[config.mk]
export PLATFORM = sky130hd
export DESIGN_NAME = adc_result_status_flags
export DESIGN_NICKNAME = d
export VERILOG_FILES = /design/src/verilog/adc_result_status_flags.v /design/src/verilog/channel_flag.v
export VERILOG_INCLUDE_DIRS = /design/src /design/src/verilog
export SDC_FILE = /design/constraint.sdc
export NUM_CORES = 1
export LEC_CHECK = 0
export ABC_AREA = 1
export BUFFER_PORTS_ARGS = -buffer_cell sky130_fd_sc_hd__buf_2
export CAP_MARGIN = 0
export CORE_UTILIZATION = 55
export CTS_BUF_LIST = sky130_fd_sc_hd__clkbuf_2 sky130_fd_sc_hd__clkbuf_4 sky130_fd_sc_hd__clkbuf_8
export DETAILED_ROUTE_END_ITERATION = 10
export GPL_TIMING_DRIVEN = 0
export PLACE_DENSITY_LB_ADDON = 0.25
export RECOVER_POWER = 50
export SLEW_MARGIN = 0
export SYNTH_ARGS = -nofsm -noshare
export SYNTH_HDL_FRONTEND = slang
export SYNTH_HIERARCHICAL = 1
export SYNTH_SLANG_ARGS = --single-unit
[constraint.sdc]
create_clock -name clock -period 1.17 [get_ports clock]
set_clock_uncertainty 0.05 [all_clocks]
set_input_delay 0.234 -clock clock [delete_from_list [all_inputs] [get_ports clock]]
set_output_delay 0.234 -clock clock [all_outputs]
set_load 0.005 [all_outputs]
[src/verilog/adc_flags_defines.vh]
// Constants for the converter result and status flag logic.
// Assumes inclusion by bare name from the design files of this block.
`ifndef ADC_FLAGS_DEFINES_VH
`define ADC_FLAGS_DEFINES_VH

`define NUM_CHANNELS   8
`define CHAN_IDX_W     3
`define RESULT_W       10
`define CHAN_MASK_W    8
`define RESULT_RESET   10'h000
`define FLAGS_RESET    8'h00
`define FLAG_RESET     1'b0
`define LAST_CH_RESET  3'h0

// Sleep tracking states
`define SLP_IDLE       2'h0
`define SLP_ARMED      2'h1
`define SLP_ASLEEP     2'h2

`endif

[src/verilog/adc_result_status_flags.v]
// Result registers and status flags of a multi-channel converter controller.
// Assumes converter events and software read strobes are on the clock domain.
//
// Notes on behaviour
// - Only last-result read clears ready flag
// - Last read plus end: set only if stored
// - Other channel read never blocks ready set
// - Disable elsewhere still stores and sets ready
// - Status read still updates global overrun
// - Channel read with pending ready sets overrun
// - Disable elsewhere sets global and channel overrun
// - Status read clears channel overrun despite end
// - Done clears on own or last read
// - Disabled channel's done never rises
// - Channel read clears only that done
// - Idle sleep request waits for next conversion
`timescale 1ns/1ps
`include "adc_flags_defines.vh"

module adc_result_status_flags (
    // Clock, reset, enable
    input  wire                         clock,
    input  wire                         resetn,
    input  wire                         clock_enable,
    // Conversion core
    input  wire                         conv_start,
    input  wire                         conv_done,
    input  wire [`CHAN_IDX_W-1:0]       conv_channel,
    input  wire [`RESULT_W-1:0]         conv_result,
    // Software control
    input  wire [`CHAN_MASK_W-1:0]      channel_enable,
    input  wire                         sleep_select,
    // Software read strobes
    input  wire                         rd_channel_result,
    input  wire [`CHAN_IDX_W-1:0]       rd_channel_index,
    input  wire                         rd_last_result,
    input  wire                         rd_status,
    // Status and data
    output reg  [`CHAN_MASK_W-1:0]      done_flags,
    output reg  [`CHAN_MASK_W-1:0]      channel_overrun_flag,
    output reg                          result_ready_flag,
    output reg                          any_overrun_flag,
    output reg  [`RESULT_W-1:0]         last_result_reg,
    output reg  [`CHAN_IDX_W-1:0]       last_channel,
    output reg  [`RESULT_W-1:0]         channel_result_reg,
    output reg                          asleep
);

    // Every event arrives as a one-cycle strobe on this clock. All coincidences
    // between a conversion end, a channel read, a last-result read, a status
    // read and a change of the enable mask are resolved in the same edge, so
    // no ordering between them depends on which signal settles first.
    // The per-channel flags live in one small module per channel; the global
    // flags and the last-result copy live here because they look across all
    // channels at once.
    // Outputs are registered copies, so per-channel flags show one edge after
    // the internal flag, and so one edge behind the global flags and the last result.

    // One-hot decode used for the finishing, the read and the last-result channel
    function [`CHAN_MASK_W-1:0] onehot;
        input [`CHAN_IDX_W-1:0] idx;
        begin
            onehot = {{(`CHAN_MASK_W-1){1'b0}}, 1'b1} << idx;
        end
    endfunction

    // Internal per-channel state, one bit or word per channel.
    // done_vec and ovr_vec are the live flags; the outputs lag them by one
    // edge. The result words are kept per channel so a later channel read
    // returns that channel's own data even after other channels finish.
    // The running tracker only feeds the sleep decision; it does not gate
    // any flag, so a lost start strobe cannot block a result.
    wire [`CHAN_MASK_W-1:0] done_vec;
    wire [`CHAN_MASK_W-1:0] ovr_vec;
    wire [`RESULT_W-1:0]    res_vec [0:`NUM_CHANNELS-1];
    reg                     running_reg;
    reg  [`CHAN_IDX_W-1:0]  running_ch_reg;
    reg  [1:0]              sleep_state_reg;
    reg  [1:0]              sleep_state_next;

    // Store only when the finishing channel is still enabled; a channel disabled
    // mid-conversion is dropped, whatever reads happen alongside.
    wire [`CHAN_MASK_W-1:0] end_hot   = conv_done ? onehot(conv_channel) : `FLAGS_RESET;
    wire [`CHAN_MASK_W-1:0] store_hot = end_hot & channel_enable;
    wire                    stored    = |store_hot;
    wire [`CHAN_MASK_W-1:0] rd_hot    = rd_channel_result ? onehot(rd_channel_index) : `FLAGS_RESET;
    // Last-result read clears the done flag of the channel it returns
    wire [`CHAN_MASK_W-1:0] last_hot  = rd_last_result ? onehot(last_channel) : `FLAGS_RESET;
    wire                    prev_done = |(done_vec & store_hot);

    // One flag cell per channel. The done clear merges a read of that
    // channel with a last-result read that returns it; reads of other
    // channels never reach this cell, so an unrelated read cannot wipe a
    // flag that software has not seen yet. The status read clears every
    // channel overrun at once, but a fresh overrun in the same cycle wins.
    genvar g;
    generate
        for (g = 0; g < `NUM_CHANNELS; g = g + 1) begin : chan
            channel_flag u_flag (
                .clock       (clock),
                .resetn      (resetn),
                .enable      (clock_enable),
                .store       (store_hot[g]),
                .result_in   (conv_result),
                .done_clear  (rd_hot[g] | last_hot[g]),
                .ovr_clear   (rd_status),
                .done_reg    (done_vec[g]),
                .overrun_reg (ovr_vec[g]),
                .result_reg  (res_vec[g])
            );
        end
    endgenerate

    // Global flags; a store always wins over any read-triggered clear
    always @(posedge clock or negedge resetn) begin
        if (!resetn) begin
            result_ready_flag    <= `FLAG_RESET;
            any_overrun_flag     <= `FLAG_RESET;
            last_result_reg      <= `RESULT_RESET;
            last_channel         <= `LAST_CH_RESET;
            done_flags           <= `FLAGS_RESET;
            channel_overrun_flag <= `FLAGS_RESET;
            channel_result_reg   <= `RESULT_RESET;
        end else if (clock_enable) begin
            done_flags           <= done_vec;
            channel_overrun_flag <= ovr_vec;
            channel_result_reg   <= res_vec[rd_index_hold(rd_channel_index)];
            if (stored) begin
                last_result_reg   <= conv_result;
                last_channel      <= conv_channel;
                result_ready_flag <= 1'b1;
            end else if (rd_last_result) begin
                result_ready_flag <= 1'b0;
            end
            // Overrun when a new result lands on unread data.
            // Both the global ready flag and the finishing channel's own
            // done flag count as unread data: either one means software has
            // not yet collected the previous result. Testing them from the
            // registered state, not from this cycle's reads, keeps a read
            // that coincides with the end from hiding the overrun.
            // A status read clears the flag only in a cycle without a new
            // overrun, so the event is never lost behind the read.
            if (stored && (result_ready_flag || prev_done)) begin
                any_overrun_flag <= 1'b1;
            end else if (rd_status) begin
                any_overrun_flag <= 1'b0;
            end
        end
    end

    // Identity index helper keeps the read mux readable
    function [`CHAN_IDX_W-1:0] rd_index_hold;
        input [`CHAN_IDX_W-1:0] idx;
        begin
            rd_index_hold = idx;
        end
    endfunction

    // Conversion-in-progress tracker feeding the sleep logic.
    // A start and an end in one cycle count as a new conversion starting,
    // so the converter is not put to sleep under a running conversion.
    // The channel of the running conversion is kept for inspection only;
    // flag handling uses the channel that comes with the end strobe.
    // Conversion-in-progress state
    always @(posedge clock or negedge resetn) begin
        if (!resetn) begin
            running_reg    <= `FLAG_RESET;
            running_ch_reg <= `LAST_CH_RESET;
        end else if (clock_enable) begin
            if (conv_start) begin
                running_reg    <= 1'b1;
                running_ch_reg <= conv_channel;
            end else if (conv_done) begin
                running_reg    <= 1'b0;
            end
        end
    end

    // Sleep handling: IDLE waits for the mode bit, ARMED waits for a
    // conversion to finish, ASLEEP holds until the mode bit drops.
    // Clearing the mode bit in any state returns to IDLE at once.
    // Limitation: software that sets the mode bit and never starts a
    // conversion keeps the converter awake; the recommended sequence is
    // to set the bit and then issue a start.
    // Sleep request is honoured only at the end of a later conversion;
    // an idle request alone never powers down, software must start one.
    always @* begin
        sleep_state_next = sleep_state_reg;
        case (sleep_state_reg)
            `SLP_IDLE: begin
                if (sleep_select)
                    sleep_state_next = `SLP_ARMED;
            end
            `SLP_ARMED: begin
                if (!sleep_select)
                    sleep_state_next = `SLP_IDLE;
                else if (conv_done)
                    sleep_state_next = `SLP_ASLEEP;
            end
            `SLP_ASLEEP: begin
                if (!sleep_select)
                    sleep_state_next = `SLP_IDLE;
            end
            default: sleep_state_next = `SLP_IDLE;
        endcase
    end

    // Sleep state register and the registered asleep output.
    // asleep is held low while a conversion is starting or still running,
    // so the analog core is never powered down mid-conversion even if the
    // state machine has already reached ASLEEP.
    // Trade-off: this costs one extra compare per cycle but keeps the
    // output free of glitches, as it comes straight from a flip-flop.
    always @(posedge clock or negedge resetn) begin
        if (!resetn) begin
            sleep_state_reg <= `SLP_IDLE;
            asleep          <= `FLAG_RESET;
        end else if (clock_enable) begin
            sleep_state_reg <= sleep_state_next;
            asleep          <= (sleep_state_next == `SLP_ASLEEP) && !(conv_start || running_reg && !conv_done);
        end
    end

endmodule // adc_result_status_flags

[src/verilog/channel_flag.v]
// One channel's done and overrun flags plus its stored result.
// Assumes the parent supplies same-clock, already qualified events.
`timescale 1ns/1ps
`include "adc_flags_defines.vh"

module channel_flag (
    // Clock and reset
    input  wire                  clock,
    input  wire                  resetn,
    input  wire                  enable,
    // Events
    input  wire                  store,
    input  wire [`RESULT_W-1:0]  result_in,
    input  wire                  done_clear,
    input  wire                  ovr_clear,
    // State
    output reg                   done_reg,
    output reg                   overrun_reg,
    output reg  [`RESULT_W-1:0]  result_reg
);

    // Set beats clear on both flags so a conversion is never dropped
    always @(posedge clock or negedge resetn) begin
        if (!resetn) begin
            done_reg    <= `FLAG_RESET;
            overrun_reg <= `FLAG_RESET;
            result_reg  <= `RESULT_RESET;
        end else if (enable) begin
            if (store) begin
                result_reg <= result_in;
                done_reg   <= 1'b1;
            end else if (done_clear) begin
                done_reg   <= 1'b0;
            end
            // A status read clears overrun alongside a new done that does not itself overrun
            if (store && done_reg && !done_clear) begin
                overrun_reg <= 1'b1;
            end else if (ovr_clear) begin
                overrun_reg <= 1'b0;
            end
        end
    end

endmodule // channel_flag
==> run_results.csv <==
group,metric,value,unit
logic_synthesis,synthAdderAreaFrac,0,%
layout,finalInstanceArea,8280,sq um
power_and_ir_drop,p_switching,4.01,mW
logic_synthesis,synth_xor_area_share,0,%
floorplan,start_util,57.6,%
drt,wirelength,18700,um
timing,max_slew_margin,37.7,%
layout,final_cell_mix,"nand2_1, dfrtp_1, buf_2",
logic_synthesis,netlist_area,6690,sq um
placement,hpwl,12100,um
layout,instances_no_fill,1164,
layout,layout-drive-gt1-share,25.4,%
outcome,violations,"design-rule violations, negative hold slack, negative setup slack",
power_and_ir_drop,clkPwrFrac,33.7,%
placement,placed_area,7320,sq um
layout,largest_reg_flops,80,
worst_setup_path,startpoint_type,"flop",
drt,routedWlPerCell,16.1,um
cts,cts_buffers,17,
timing,finalSetupViolCount,59,
logic_synthesis,synth_top_family_by_area,"simple AND/OR/NAND/NOR gates",
cts,root_buffer,"clkbuf_8",
worst_setup_path,crit_fanout,3,
layout,areaGrowthSynthToFinish,23.7,%
logic_synthesis,synthDominantCellAreaShare,52.7,%
drt,drt_iter0_drc,575,
worst_setup_path,crit_chain,"buf_2",
floorplan,die-area,12600,sq um
layout,nets,1041,
global_routing,grt_max_degree,77,
timing,fmax,0.757,GHz
worst_setup_path,worst-path-buf-inv,1,
worst_setup_path,r2r_cells,7,
floorplan,core_area,11600,sq um
logic_synthesis,muxShareOfSynthArea,0,%
logic_synthesis,synth_cells,873,
logic_synthesis,synth_top_cells_by_area,"dfrtp_1, nand2_1, nand3_1",
worst_setup_path,crit_type,"flop to output pin",
layout,seq_area,3530,sq um
placement,dp_slack,-0.855,ns
global_routing,grt_pass1_wl,30200,um
global_routing,grt_pass1_vias,5890,
worst_setup_path,cp.required,0.89,ns
power_and_ir_drop,irDropWorstVdd,0.00106,V
logic_synthesis,syn-num-nets,906,
floorplan,top_level_ports,75,
layout,fillers,941,
timing,finalCritPeriodShare,113,%
power_and_ir_drop,swShare,29.4,%
worst_setup_path,arrival,1.04,ns
power_and_ir_drop,leakage,4.60,nW
worst_setup_path,slowest_stage,"dfrtp_2",
layout,fin_util,71.3,%
logic_synthesis,ys.flop_type,"dfrtp_1",
run,drv_cap,0,
floorplan,die_w,112,um
worst_setup_path,crit_path_end_kind,"output pin",
floorplan,rows,39,
global_routing,grtUsageTotal,31.9,%
timing,rsz0062_at_grt,"yes",
power_and_ir_drop,p_int,9.65,mW
power_and_ir_drop,seqPwrFrac,45.5,%
cts,ctsHtreeMaxLevel,4,
worst_setup_path,cpLargestDelayFamily,"flip-flops",
timing,hold_viol_final,65,
drt,route.vias.total,6164,
global_routing,antenna_found_initial,0,
worst_setup_path,reg2reg_slack,-0.13,ns
placement,io_buffer_count,72,
worst_setup_path,reg2reg_from,"last_channel[0]$_DFFE_PN0P_",
timing,drv_slew,0,
logic_synthesis,yosys.area.top_type,"dfrtp_1",
floorplan,die_y,112,um
cts,max-clock-path-buffers,2,
power_and_ir_drop,comb_power_share,20.8,%
layout,multiInputGateArea,2820,sq um
logic_synthesis,synth_warnings,6,
drt,ant_nets,0,
outcome,status,"complete, but fails checks",
cts,cts_hold_buf,2,
layout,final_common_cell,"nand2_1",
logic_synthesis,synth-compound-area-share,3.53,%
logic_synthesis,synth-seq-cells,141,
worst_setup_path,slowest_delay,0.44,ns
logic_synthesis,synth_enable_flop_cells,0,
logic_synthesis,ys_types,24,
logic_synthesis,syn_area_per_cell,7.66,sq um
timing,min_period,1.32,ns
cts,cts_tree,"built",
logic_synthesis,synth-async-reset-ratio,100,%
cts,clock_sinks,141,
worst_setup_path,path_depth,1,
drt,dr.pass1.iters,8,
placement,dp_cells,1089,
layout,diodes,0,
placement,gp_congestion,0.884,
power_and_ir_drop,power_density,1650,nW/um^2
drt,drt-vias-per-instance,5.30,
timing,whs,-0.128,ns
drt,drc,8,
cts,clk_pin_slew,0.08,ns
cts,insertion_delay,0.46,ns
timing,tightest_slew,0.935,ns
global_routing,grt-ovfl-total,0,
hold_path,holdCritPathClass,"input pin to async pin",
worst_setup_path,rr_endpoint,"chan[4].u_flag/overrun_reg$_DFFE_PN0P_",
logic_synthesis,synth_simple_gate_area_share,36.0,%
timing,layout_setup_ws,-0.150,ns
logic_synthesis,ys_seq_area_share,52.7,%
per-layer routing:
metal	share of wire, %	up-vias	track usage (%)
met5	0	-	0
met1	42	2902	41.9
li1	-	2964	-
met3	7.7	40	7.18
met2	47	258	51.7
met4	2.7	0	12.9
cells by family (layout without fill, tap and decap cells):
family	after synthesis	after routing
AO/OA/AOI/OAI	43	43
buffers and inverters	104	252
flip-flops	141	141
AND/OR/NAND/NOR	585	585
synth_stat cells, types with 2 or more instances:
master and instances:
nand2_1 441, dfrtp_1 141, inv_1 54, nand3_1 47, nor2_1 42, nand2_2 29
a21oi_1 19, buf_2 17, nand4_1 16, buf_6 11, inv_2 11, o21ai_0 11
o22ai_1 9, clkbuf_1 8, a22oi_1 4, nor2_2 4, nand2_4 2
metrics by stage:
stage          power [mW]  TNS [ns]
2_1_floorplan        7.54    -0.860
3_3_place_gp         8.35   -354.05
3_5_place_dp         8.45    -57.33
4_1_cts              13.4     -4.82
5_1_grt              14.3     -6.83
6_report             13.7     -4.35
power groups by stage:
stage | Sequential [mW] | Clock [mW] | Combinational [mW]
after floorplan | 6.22 | 0 | 1.32
after global placement | 6.28 | 0 | 2.07
after detailed placement | 6.30 | 0 | 2.14
after CTS | 6.19 | 4.62 | 2.61
after global routing | 6.31 | 4.85 | 3.19
final | 6.22 | 4.60 | 2.84
timing repair:
| item | in CTS | in global routing |
|---|---|---|
| pin swaps | 12 | 14 |
| gates resized for setup | 27 | 24 |
| cloned | 0 | 0 |
| endpoints found under the setup margin | 96 | 79 |
| endpoints found under the hold margin | 67 | 65 |
| setup buffers | 28 | 13 |
layout make-up:
cell class	count	share of cell area [%]
sequential	141	42.6
buffer	38	3.46
timing repair buffer	116	8.75
clock inverter	13	2.55
multi-input combinational	628	34.1
tap	143	2.16
inverter	66	3.14
clock buffer	19	3.16
how the worst max path moves through the flow:
stage	startpoint	end	slack, ns
global placement	resetn	last_result_reg[8]$_DFFE_PN0P_	-2.12
finish	last_channel[0]$_DFFE_PN0P_	last_channel[0]	-0.15
CTS	last_channel[1]$_DFFE_PN0P_	last_channel[1]	-0.17
floorplan	conv_channel[0]	last_result_reg[3]$_DFFE_PN0P_	-0.09
global route	last_channel[1]$_DFFE_PN0P_	chan[4].u_flag/overrun_reg$_DFFE_PN0P_	-0.20
detailed placement	clock_enable	running_reg$_DFFE_PN0P_	-0.86
(Power assumes the default switching activity.)
